File: config.mk
export PLATFORM = sky130hd
export DESIGN_NAME = paged_translation_unit_flat
export DESIGN_NICKNAME = d
export VERILOG_FILES = /design/src/logic/branch_decode_pkg.sv /design/src/logic/branch_decode_if.sv /design/src/logic/paged_translation_unit.sv /design/src/flat_wrapper.sv
export SDC_FILE = /design/constraint.sdc
export NUM_CORES = 1
export LEC_CHECK = 0
export ABC_AREA = 1
export ABC_CLOCK_PERIOD_IN_PS = 1600
export BUFFER_PORTS_ARGS = -buffer_cell sky130_fd_sc_hd__buf_2
export CORE_MARGIN = 2
export CORE_UTILIZATION = 42
export CTS_CLUSTER_SIZE = 14
export DETAILED_ROUTE_END_ITERATION = 12
export GPL_TIMING_DRIVEN = 0
export PLACE_DENSITY_LB_ADDON = 0.08
export SETUP_SLACK_MARGIN = 0.3
export SYNTH_ARGS = -nofsm -noshare
export SYNTH_HDL_FRONTEND = slang
export SYNTH_SLANG_ARGS = --single-unit
File: constraint.sdc
create_clock -name clk -period 1.6 [get_ports clk]
set_clock_uncertainty 0.2 [all_clocks]
set_input_delay 0.16 -clock clk [delete_from_list [all_inputs] [get_ports clk]]
set_output_delay 0.16 -clock clk [all_outputs]
set_load 0.01 [all_outputs]
File: src/logic/branch_decode_pkg.sv
// Shared constants and types for the branch and address-mode decoder.
// Assumes both ends include it through a wildcard import.
package branch_decode_pkg;
   localparam logic [2:0] EA_MODE_DREG    = 3'h0;
   localparam logic [2:0] EA_MODE_AREG    = 3'h1;
   localparam logic [2:0] EA_MODE_IND     = 3'h2;
   localparam logic [2:0] EA_MODE_POSTINC = 3'h3;
   localparam logic [2:0] EA_MODE_PREDEC  = 3'h4;
   localparam logic [2:0] EA_MODE_DISP    = 3'h5;
   localparam logic [2:0] EA_MODE_INDEX   = 3'h6;
   localparam logic [2:0] EA_MODE_EXT     = 3'h7;
   localparam logic [2:0] EA_EXT_ABS_W    = 3'h0;
   localparam logic [2:0] EA_EXT_ABS_L    = 3'h1;
   localparam logic [2:0] EA_EXT_PC_D     = 3'h2;
   localparam logic [2:0] EA_EXT_PC_X     = 3'h3;
   localparam logic [2:0] EA_EXT_IMM      = 3'h4;
   localparam logic [8:0] BRANCH_PATTERN  = 9'h1E1;
   localparam int         OPW_PAT_HI      = 15;
   localparam int         OPW_PAT_LO      = 7;
   localparam int         OPW_SIZE_BIT    = 6;
   localparam int         COND_W          = 6;
   localparam logic [5:0] COND_LAST       = 6'h0F;
   localparam logic [7:0] STATUS_RESET    = 8'h00;
   localparam logic [15:0] COUNT_END      = 16'hFFFF;

   // Category flags of one address mode
   typedef struct packed {
      logic data;
      logic memory;
      logic control;
      logic alterable;
      logic valid;
   } ea_class_t;

   // Directive returned by the unit
   typedef enum logic [2:0] {
      DIR_NONE   = 3'b000,
      DIR_TAKE   = 3'b001,
      DIR_FALL   = 3'b010,
      DIR_TRAP   = 3'b100
   } directive_t;
endpackage : branch_decode_pkg

File: src/logic/branch_decode_if.sv
// Coprocessor handshake between host and translation unit.
// Assumes one shared clock; unit answers one cycle after a request.
`timescale 1ns/1ps
`default_nettype none
interface branch_decode_if;
   import branch_decode_pkg::*;
   logic        req;
   logic        supervisor;
   logic [5:0]  condition_selector;
   logic [15:0] op_word;
   logic [5:0]  ea_field;
   logic        ack;
   directive_t  directive;
   logic        op_ok;
   logic        long_disp;
   ea_class_t   ea_class;
   modport host (output req, supervisor, condition_selector, op_word,
                 ea_field, input ack, directive, op_ok, long_disp,
                 ea_class);
   modport unit (input req, supervisor, condition_selector, op_word,
                 ea_field, output ack, directive, op_ok, long_disp,
                 ea_class);
endinterface : branch_decode_if
`default_nettype wire

File: src/logic/paged_translation_unit.sv
// Unit end: decodes address-mode categories and branch conditions.
// Assumes host drives requests synchronously, holding them one cycle.
`timescale 1ns/1ps
`default_nettype none
module paged_translation_unit
   import branch_decode_pkg::*;
(
   input  wire logic       clk,
   input  wire logic       rst_n,
   branch_decode_if.unit   bus,
   input  wire logic [7:0] status_set,
   input  wire logic [7:0] status_clr,
   output logic      [7:0] unit_status_register,
   output logic            mem_alterable,
   output logic            data_alterable,
   output logic            control_alterable
);
   logic [7:0] status_q;
   logic       ack_q;
   directive_t dir_q;
   logic       ok_q;
   logic       long_q;
   ea_class_t  cls_q;
   ea_class_t  cls_d;

   // Category table per mode and register
   function automatic ea_class_t classify(input logic [5:0] ea);
      ea_class_t c;
      c = '{default: 1'b0};
      c.valid = 1'b1;
      if (ea[5:3] == EA_MODE_DREG) begin
         c.data = 1'b1;
         c.alterable = 1'b1;
      end else if (ea[5:3] == EA_MODE_AREG) begin
         c.alterable = 1'b1;
      end else if (ea[5:3] == EA_MODE_POSTINC ||
                   ea[5:3] == EA_MODE_PREDEC) begin
         c.data = 1'b1;
         c.memory = 1'b1;
         c.alterable = 1'b1;
      end else if (ea[5:3] == EA_MODE_IND || ea[5:3] == EA_MODE_DISP ||
                   ea[5:3] == EA_MODE_INDEX) begin
         c.data = 1'b1;
         c.memory = 1'b1;
         c.control = 1'b1;
         c.alterable = 1'b1;
      end else if (ea[2:0] == EA_EXT_ABS_W || ea[2:0] == EA_EXT_ABS_L) begin
         c.data = 1'b1;
         c.memory = 1'b1;
         c.control = 1'b1;
         c.alterable = 1'b1;
      end else if (ea[2:0] == EA_EXT_PC_D || ea[2:0] == EA_EXT_PC_X) begin
         c.data = 1'b1;
         c.memory = 1'b1;
         c.control = 1'b1;
      end else if (ea[2:0] == EA_EXT_IMM) begin
         c.data = 1'b1;
         c.memory = 1'b1;
      end else begin
         c.valid = 1'b0;
      end
      return c;
   endfunction

   // Condition test over status flags
   function automatic logic cond_true(input logic [5:0] sel,
                                      input logic [7:0] flags);
      logic f;
      f = flags[sel[3:1]];
      return sel[0] ? ~f : f;
   endfunction

   assign cls_d = classify(bus.ea_field);

   // Status flags: set wins over clear; branch never writes them
   always_ff @(posedge clk or negedge rst_n) begin
      if (!rst_n) begin
         status_q <= STATUS_RESET;
      end else begin
         status_q <= (status_q & ~status_clr) | status_set;
      end
   end

   // Answer to each request
   always_ff @(posedge clk or negedge rst_n) begin
      if (!rst_n) begin
         ack_q  <= 1'b0;
         dir_q  <= DIR_NONE;
         ok_q   <= 1'b0;
         long_q <= 1'b0;
      end else begin
         ack_q <= bus.req;
         if (bus.req) begin
            ok_q   <= (bus.op_word[OPW_PAT_HI:OPW_PAT_LO] ==
                       BRANCH_PATTERN);
            long_q <= bus.op_word[OPW_SIZE_BIT];
            if (!bus.supervisor) begin
               dir_q <= DIR_TRAP;
            end else if (bus.condition_selector > COND_LAST) begin
               dir_q <= DIR_TRAP;
            end else if (cond_true(bus.condition_selector, status_q)) begin
               dir_q <= DIR_TAKE;
            end else begin
               dir_q <= DIR_FALL;
            end
         end
      end
   end

   // Address-mode category register
   always_ff @(posedge clk or negedge rst_n) begin
      if (!rst_n) begin
         cls_q <= '{default: 1'b0};
      end else if (bus.req) begin
         cls_q <= cls_d;
      end
   end

   assign bus.ack       = ack_q;
   assign bus.directive = dir_q;
   assign bus.op_ok     = ok_q;
   assign bus.long_disp = long_q;
   assign bus.ea_class  = cls_q;
   assign unit_status_register = status_q;
   assign mem_alterable     = cls_q.memory & cls_q.alterable;
   assign data_alterable    = cls_q.data & cls_q.alterable;
   assign control_alterable = cls_q.control & cls_q.alterable;
endmodule : paged_translation_unit
`default_nettype wire

File: src/flat_wrapper.sv
// flat-port wrapper written by rule: the top's interface ports become plain ports
module paged_translation_unit_flat import branch_decode_pkg::*;
  (clk, rst_n, status_set, status_clr, unit_status_register, mem_alterable, data_alterable, control_alterable, bus_req, bus_supervisor, bus_condition_selector, bus_op_word, bus_ea_field, bus_ack, bus_directive, bus_op_ok, bus_long_disp, bus_ea_class);
  branch_decode_if bus_i ();
  input  wire logic clk;
  input  wire logic rst_n;
  input  wire logic [7:0] status_set;
  input  wire logic [7:0] status_clr;
  output logic      [7:0] unit_status_register;
  output logic mem_alterable;
  output logic data_alterable;
  output logic control_alterable;
  input wire logic [$bits(bus_i.req)-1:0] bus_req;
  input wire logic [$bits(bus_i.supervisor)-1:0] bus_supervisor;
  input wire logic [$bits(bus_i.condition_selector)-1:0] bus_condition_selector;
  input wire logic [$bits(bus_i.op_word)-1:0] bus_op_word;
  input wire logic [$bits(bus_i.ea_field)-1:0] bus_ea_field;
  output wire logic [$bits(bus_i.ack)-1:0] bus_ack;
  output wire logic [$bits(bus_i.directive)-1:0] bus_directive;
  output wire logic [$bits(bus_i.op_ok)-1:0] bus_op_ok;
  output wire logic [$bits(bus_i.long_disp)-1:0] bus_long_disp;
  output wire logic [$bits(bus_i.ea_class)-1:0] bus_ea_class;
  assign bus_i.req = bus_req;
  assign bus_i.supervisor = bus_supervisor;
  assign bus_i.condition_selector = bus_condition_selector;
  assign bus_i.op_word = bus_op_word;
  assign bus_i.ea_field = bus_ea_field;
  assign bus_ack = bus_i.ack;
  assign bus_directive = bus_i.directive;
  assign bus_op_ok = bus_i.op_ok;
  assign bus_long_disp = bus_i.long_disp;
  assign bus_ea_class = bus_i.ea_class;
  paged_translation_unit u_core (.clk(clk), .rst_n(rst_n), .bus(bus_i), .status_set(status_set), .status_clr(status_clr), .unit_status_register(unit_status_register), .mem_alterable(mem_alterable), .data_alterable(data_alterable), .control_alterable(control_alterable));
endmodule
### After elaboration in Yosys (flattened, before gate mapping)

Index checks and enable logic that the tools add are counted.
Widths: inputs -> output; s select.

| storage, ports and cells | value |
|---|---|
| bits in registers | 19 |
| bits of input ports | 48 |
| logic and storage cells | 64 |
| output and inout bits | 22 |

| cells by class | value |
|---|---|
| multiplexer cells | 27 |
| bitwise gates (word level) | 7 |
| magnitude comparators | 2 |
| eq/ne operators | 11 |
| reductions and logical operators | 7 |

Operators by type and width:

| cell | number |
|---|---|
| $mux 1 | 16 |
| $eq 3x2->1 const B | 4 |
| $eq 3x3->1 const B | 4 |
| $mux 3 | 4 |
| $mux 2 | 5 |
| $eq 9x9->1 const B | 1 |
| $and 8x8->8 | 1 |
| $not 8->8 | 1 |
| $or 8x8->8 | 1 |
| $eq 3x1->1 const B | 2 |
| $gt 6x4->1 const B | 1 |
| $logic_not 3->1 | 2 |
| $logic_or 1x1->1 | 5 |
| $lt 3x4->1 const B | 1 |
| $mux 4 | 1 |
| $and 1x1->1 | 3 |
| $bmux 1 s3 | 1 |
| $not 1->1 | 1 |

### Longest topological paths before layout

Gate-level depths: netlist (run 1).

| logic depth | value |
|---|---|
| depth in word-level cells | 8 |
| gate-level depth with buffers | 8 |
| gate-level depth less buffers | 8 |

### Worst setup path before layout (run 1)

OpenSTA, ideal clock, no wires.

| timing | value |
|---|---|
| path kind | register to register |
| start | register u_core.status_q[3] (netlist: u_core.unit_status_register[3]) |
| end | register u_core.dir_q[0] (netlist: u_core.bus.directive[0]) |
| library setup time | 117 ps |
| buffers on the path | 0 |
| setup slack | 398 ps |
| required time | 1,283 ps |
| data arrival time | 885 ps |
| period minus slack after synthesis | 1,202 ps |
| cell stages (with the launch flop) | 9 |
| cells stage by stage | dfrtp_1 > inv_1 > nand2_1 > nand3_2 > nand3_2 > nand2_2 > nand2_1 > nand3_1 > nand2_1 |

| on the way | value |
|---|---|
| longest elaborated chain between the ends | 7 |

RTL lines:

| what | line | text |
|---|---|---|
| start: declaration | paged_translation_unit.sv:18 | `logic [7:0] status_q;` |
| start signal: assignment | paged_translation_unit.sv:80 | `status_q <= (status_q & ~status_clr) \| status_set;` |
| $bmux 1 s3 (*) | paged_translation_unit.sv:69 | `f = flags[sel[3:1]];` |
| $mux 1 (not written as such) (*) | paged_translation_unit.sv:69 |  |
| $not 1->1 | paged_translation_unit.sv:70 | `return sel[0] ? ~f : f;` |
| $mux 1 (*) | paged_translation_unit.sv:70 |  |
| $mux 2 (*) | paged_translation_unit.sv:101 | `end else if (cond_true(bus.condition_selector, status_q)) begin` |
| $mux 3 (*) | paged_translation_unit.sv:99 | `end else if (bus.condition_selector > COND_LAST) begin` |
| $mux 3 (*) | paged_translation_unit.sv:97 | `if (!bus.supervisor) begin` |
| end signal: assignment | paged_translation_unit.sv:98 | `dir_q <= DIR_TRAP;` |
| end signal: assignment | paged_translation_unit.sv:100 | `dir_q <= DIR_TRAP;` |
| end signal: assignment | paged_translation_unit.sv:102 | `dir_q <= DIR_TAKE;` |
| end: declaration | paged_translation_unit.sv:20 | `directive_t dir_q;` |

Every way passes the cells marked *; elsewhere a longest branch is shown, timed or not. The select of a mux whose other input is x is not followed.
A chain may end at the register's enable or synchronous reset.

### Final worst setup path (run 1)

| timing | value |
|---|---|
| start | input bus_op_word[9] |
| end | register u_core.ok_q (netlist: u_core.bus.op_ok) |

| on the way | value |
|---|---|
| longest elaborated chain between the ends | 1 |

RTL lines:

| what | line | text |
|---|---|---|
| start: declaration | flat_wrapper.sv:16 | `input wire logic [$bits(bus_i.op_word)-1:0] bus_op_word;` |
| $eq 9x9->1 | paged_translation_unit.sv:94 | `ok_q <= (bus.op_word[OPW_PAT_HI:OPW_PAT_LO] ==` |
| end signal: assignment | paged_translation_unit.sv:94 |  |
| end: declaration | paged_translation_unit.sv:21 | `logic ok_q;` |

Every way passes these cells.

==> key figures, run 1 <==
Outcome
  – Outcome: finished with violations
  – Failing checks: negative hold slack

CTS
  – CTS tree: done
  – CTS Buf Count: 3
  – Worst-Skew Late Latency: 290 ps
  – Hold_buf cts: 29
  – Clk root buf: clkbuf_4
  – Clock transition at path regs: roughly 100 ps
  – Clock Path Buffers: 2
  – # clock sinks: 19
  – CTS HTree Levels: 1

Global route
  – First-pass GRT wire length: roughly 4500 um
  – Initial antenna violation count: 0
  – Grt total ovfl: 0
  – Vias in the first global route: 1096
  – Gr usage total: a little under a quarter
  – Largest net degree at the start of global routing: 20

Min path
  – HP Class: input pin to register

Logic synthesis
  – Post-synth ARST share: 100%
  – Share of the synthesized area in the top cell type: about 50%
  – #FFs+latches synth: 19
  – Synth unique cells: 22
  – Yosys top cell by area: dfrtp_1
  – Most used DFF post-synth: dfrtp_1
  – Syn nets: 162
  – Post-Synthesis Cell Area: around 950 sq um
  – Compound-Gate Fraction of Synth Area: between 10% and 20%
  – Post-synthesis mux area share: 0%
  – Largest family of logic cells by synthesized area: simple AND/OR/NAND/NOR gates
  – Post-synth top cells: nand2_1, inv_1, dfrtp_1
  – XOR/XNOR Fraction of Synth Area: 0%
  – Syn_area_per_cell: about 8.3 sq um
  – Top-count cell post-synth: nand2_1
  – Sequential area share after synthesis: 50.1%
  – Synth Area in Adders: 0%
  – EDFF count, synth: 0
  – Synth Instances: approximately 110
  – Dominant cells by area after synthesis: dfrtp_1, nand2_1, inv_1
  – Ys Warns: 0
  – Post-Synth Simple-Gate Area: ~28%

Timing
  – Setup TNS Final: 0 ps
  – Final hold slack: -11.3 ps
  – Unrepaired setup endpoints after global routing: true
  – Slew Limit Fails: 0
  – Min cycle time layout: between 1000 and 1500 ps
  – Final setup vio count: 0
  – Period utilization: approximately 83%
  – Worst-margin pin slew: approximately 420 ps
  – Slew Limit Headroom: between 70% and 80%
  – FMAX: 755 MHz
  – Final Hold Violating Endpoints: 1

Floorplan
  – Horiz. Die Dim: slightly above 50 um
  – # rows: 17
  – Initial core utilization: 43.8%
  – Die span in y: 51.6 um
  – Core box area: ~0.0022 sq mm
  – Die Area: approximately 0.0027 sq mm
  – IO Pins: 70

Placed design
  – # port buffers: 63
  – Final HPWL DP: between 1500 and 2000 um
  – Routability cong.: around 0.74
  – DP Area: 0.00130 sq mm

Setup path
  – Worst Path Max Fanout: 1
  – Critical path class: input pin to register
  – Kind of end point of the critical path: register
  – CP arrival: 1340 ps
  – Startpoint Class: input pin
  – WP data required: approximately 1600 ps

Power
  – PnR Total Power: between 1 and 1.5 mW
  – Pwr/cell area: approximately 650 mW/mm^2
  – Leak: between 0.9 and 1 nW
  – Peak supply drop: around 0.55 mV

Route
  – Total Wirelength: between 2000 and 3000 um
  – Wire per inst: about 11 um
  – Vias post-DR: about 1100
  – DR iter-0 viols: 4
  – Drc violations: 0
  – Post-DR vias/cell: 4.59
  – First drt pass iteration count: 4
  – Detail Route Antenna Nets: 0

Finish
  – Finished layout cell area: ~0.0017 sq mm
  – Layout Area Growth over Synthesis: 78.4%
  – Nets: between 200 and 300
  – Finished Core Util: between 70% and 80%
  – Antenna cell count: 0
  – Layout cell share with drive strength beyond 1: a little under half

Job
  – Max Cap Viol: 0
## cell type report
type	instances	area, sq um
well taps	28	35.0
clock buffers	4	26.3
flip-flops and latches	19	475
inverters	22	82.6
fillers	168	475
multi-input cells	72	434
plain buffers	1	5.00
repair buffers	96	636
## flip-flops by register name, summed over array words and instances (netlist names)
signal and cells:
u_core.bus.op_ok 1, u_core.bus.ea_class 5, u_core.bus.long_disp 1, u_core.unit_status_register 8
u_core.bus.directive 3, u_core.bus.ack 1
## cells by family (layout without fill, tap and decap cells)
family / Yosys count / after routing
flops: 19 / 19
compound gates: 17 / 17
buf+inv: 23 / 123
simple gates: 55 / 55
## per-stage QoR
step	hold WS, ps	setup WS (ps)	cells
2_1_floorplan	-336	398	114
3_3_place_gp	-82.6	396	205
3_5_place_dp	-78.1	364	205
4_1_cts	-49.4	278	239
5_1_grt	-11.2	209	242
6_report	-11.3	276	242
## worst paths after layout
| kind | startpoint | to | slack (ps) | cells past startpoint |
|---|---|---|---|---|
| setup / recovery | bus_op_word[9] | u_core.bus.op_ok | 280 | 5 |
| hold / removal | bus_op_word[10] | u_core.bus.op_ok | -10 | 4 |
| setup reg to reg | u_core.unit_status_register[0] | u_core.bus.directive[0] | 350 | 8 |
| hold reg to reg | u_core.bus.op_ok | u_core.bus.op_ok | 300 | 2 |
| max in group asynchronous | rst_n | u_core.bus.ea_class[4] | 790 | 2 |
| min in group asynchronous | rst_n | u_core.unit_status_register[6] | 120 | 2 |
## critical path: stages
cell	delay, ps
dlygate4sd3_1	530
buf_2	140
nor4_4	260
nand3b_1	100
o21ai_0	150
## where the power goes
group          internal (mW)  switching [mW]  leakage (nW)
logic                  0.165           0.154         0.690
registers              0.513          0.0206         0.214
clock network         0.0970           0.146        0.0150
## cells in the final DEF, fill, tap and decap left out, types with 2 or more instances in the layout
cell and count:
buf_2 64, dlygate4sd3_1 29, nand2_1 28, dfrtp_1 19
inv_1 14, inv_2 8, o21bai_1 8, nand3_2 7
nand2_2 6, nor2_1 5, nand3_1 4, buf_4 4
clkbuf_4 3, o21ai_0 2, o21ai_1 2
## per-layer routing
| layer | up-vias | global-route usage (%) | part of all wire [%] |
|---|---|---|---|
| met5 | - | 0 | 0 |
| met4 | 0 | 9.21 | 2.6 |
| met3 | 8 | 4.89 | 6.3 |
| met2 | 41 | 44.9 | 54 |
| met1 | 499 | 24.0 | 37 |
| li1 | 563 | - | - |
## repair_timing
action	4_1_cts	5_1_grt
hold endpoints to repair	33	1
pin swaps	0	5
endpoints found under the setup margin	3	6
setup buffers	1	3
gates resized for setup	0	18
(Power assumes the default switching activity.)
==> run 2, diff against run 1 <==
ABC_CLOCK_PERIOD_IN_PS = 1350   (was 1600)
CORE_UTILIZATION = 39   (was 42)
clock period = 1.35 ns   (was 1.6 ns; I/O delays follow)
==> run 2 against run 1 <==
Against the previous run:
- the run still ends with negative hold slack left
- global-route usage shrank 3.5 points
- sequential power up 19%
- core utilization fell by 3.8 points
- first-iteration DRC count rose to 4.3 times the previous value
- die area increased by 7.1%
- total power grew 18%
- sequential share of layout area rose by 0.31 points
- critical path depth shrank 2
- count of clock-buffer cells in the layout unchanged
- register-to-register slack worse by 270 ps
- routed wire length decreased by 2.4%
- critical endpoint is now control_alterable
==> key figures, run 2 (synthesis results as in run 1) <==
Outcome
  – Outcome: finished with violations
  – Failing checks: negative hold slack

Power
  – Peak supply drop: 0.726 mV (+31%)
  – Pwr/cell area: 772 mW/mm^2 (+20%)
  – Leak: 0.923 nW (+0.46%)
  – Int Pwr: 0.924 mW (+19%)
  – Clk network pwr share: 22.0% (-0.2 points)
  – Sequential power share: 49.0% (+0.3 points)
  – Net Sw Frac: 28.6% (-0.58 points)
  – Power share of the combinational group: 29.0% (about the same)
  – Psw: 0.371 mW (+16%)

Finish
  – Antenna cell count: 0 (unchanged)
  – Most common cell after layout, fill and taps aside: buf_2
  – Layout Area Growth over Synthesis: 76.4%
  – Finished Core Util: 74.3% (-3.8 points)
  – Nets: 262 (-0.38%)
  – Largest register FFs: 8 (unchanged)
  – Layout cell share with drive strength beyond 1: 46.0% (+0.68 points)
  – Most frequent cells in the layout: buf_2, nand2_1, dlygate4sd3_1
  – Fillers: 188 (+12%)

Floorplan
  – Die Area: 0.00285 sq mm (+7.1%)
  – Initial core utilization: 42.1% (-1.7 points)
  – IO Pins: 70 (unchanged)
  – Horiz. Die Dim: 53.3 um (+3.5%)
  – Core box area: 0.00225 sq mm (+3.9%)
  – Die span in y: 53.3 um (+3.5%)
  – # rows: 17 (unchanged)

Timing
  – Final hold slack: -88.6 ps (-77.4 ps)
  – Worst-margin pin slew: 427 ps (+8.46 ps)
  – Unrepaired setup endpoints after global routing: true
  – Slew Limit Headroom: 71.5% (-0.56 points)
  – Period utilization: 96.1%
  – Final setup vio count: 0 (unchanged)
  – FMAX: 771 MHz
  – Min cycle time layout: around 1300 ps
  – Slew Limit Fails: 0 (unchanged)
  – Final Hold Violating Endpoints: 4 (+3)

CTS
  – Clk root buf: clkbuf_4
  – Worst-Skew Late Latency: 290 ps (about the same)
  – CTS tree: done
  – Clock transition at path regs: 110 ps (about the same)
  – CTS HTree Levels: 1 (unchanged)
  – Clock Path Buffers: 2 (unchanged)
  – Hold_buf cts: 24 (-17%)
  – CTS Buf Count: 3 (unchanged)
  – # clock sinks: 19 (unchanged)

Global route
  – Vias in the first global route: 991 (-9.6%)
  – Gr usage total: 19.7% (-3.5 points)
  – Grt total ovfl: 0 (unchanged)
  – Initial antenna violation count: 0 (unchanged)
  – First-pass GRT wire length: 4000 um (-12%)
  – Largest net degree at the start of global routing: 20 (unchanged)

Route
  – Drc violations: 0 (unchanged)
  – Post-DR vias/cell: 4.58 (-0.31%)
  – First drt pass iteration count: 4 (unchanged)
  – Wire per inst: 11.2 um (-2.0%)
  – Vias post-DR: 1103 (-0.72%)
  – Total Wirelength: 2700 um (-2.4%)
  – DR iter-0 viols: 17 (+13)
  – Detail Route Antenna Nets: 0 (unchanged)

Job
  – Max Cap Viol: 0 (unchanged)

Setup path
  – Worst Path Max Fanout: 5 (+4)
  – Critical path class: register to output pin
  – Startpoint Class: register
  – WP data required: 1010 ps (-610 ps)
  – CP arrival: 960 ps (-380 ps)
  – Kind of end point of the critical path: output pin

Placed design
  – Final HPWL DP: 1810 um (+7.1%)
  – Routability cong.: 0.718 (-2.8%)
  – # port buffers: 63 (unchanged)

Min path
  – HP Class: input pin to register
==> run 2: changes by cell type in the layout (fill, tap and decap cells not counted), moves of 2 or more <==
cell | before | now
buf_4 | 4 | 7
dlygate4sd3_1 | 29 | 24
nand3_1 | 4 | 6
nand3_2 | 7 | 5
buf_2 | 64 | 60
buf_6 | 0 | 5
==> run 2: critical path: stages, from the launching register on <==
cell and delay (ps):
dfrtp_1 440, nand2_1 80, inv_1 30, buf_2 120
==> run 2: layout make-up <==
class                           count  area, sq um  area share (%)
Tap cell                           28         35.0            2.09
Timing Repair Buffer               95          644            38.5
Multi-Input combinational cell     72          407            24.3
Buffer                              1         5.00           0.299
Sequential cell                    19          475            28.4
Inverter                           22         82.6            4.93
Clock buffer                        4         26.3            1.57
==> run 2: layer usage <==
layer	vias up	part of all wire [%]	wire, um	GRT usage [%]
li1	558	-	-	-
met1	504	41	1100	22.4
met2	37	51	1390	35.4
met3	4	6.5	176	3.95
met4	0	1.3	34	7.69
met5	-	0	0	0
==> run 2: metrics by stage <==
step	total power [mW]	setup slack (ps)	area, sq um	TNS (ps)	instances
final	1.29	53.1	1680	0	241
after global routing	1.38	-39.4	1680	-83.6	241
after CTS	1.28	36.3	1580	0	235
after detailed placement	0.923	102	1300	0	205
after global placement	0.915	135	1300	0	205
after floorplan	0.776	148	950	0	114
==> run 2: power groups by stage <==
stage               sequential (mW)  clock, mW  combinational, mW
global route                  0.640      0.322              0.417
finish                        0.635      0.285              0.375
global placement              0.640          0              0.275
detailed placement            0.641          0              0.282
floorplan                     0.660          0              0.116
CTS                           0.631      0.306              0.344
==> run 2: path summary, 6_finish.rpt <==
check                                                from                        endpoint  slack, ps  depth (start not counted)
setup / recovery                   u_core.bus.ea_class[1]               control_alterable         50                          3
hold / removal                            bus_op_word[11]                u_core.bus.op_ok        -90                          4
setup reg to reg           u_core.unit_status_register[1]         u_core.bus.directive[1]         80                          8
hold reg to reg                   u_core.bus.directive[1]         u_core.bus.directive[1]        290                          2
max in group asynchronous                           rst_n          u_core.bus.ea_class[0]        540                          2
min in group asynchronous                           rst_n  u_core.unit_status_register[4]        110                          2
==> run 2: repair_timing <==
action,4_1_cts,5_1_grt
pin swaps,2,6
buffers inserted,2,6
endpoints found under the setup margin,24,25
gates resized for setup,3,17
endpoints found under the hold margin,33,4
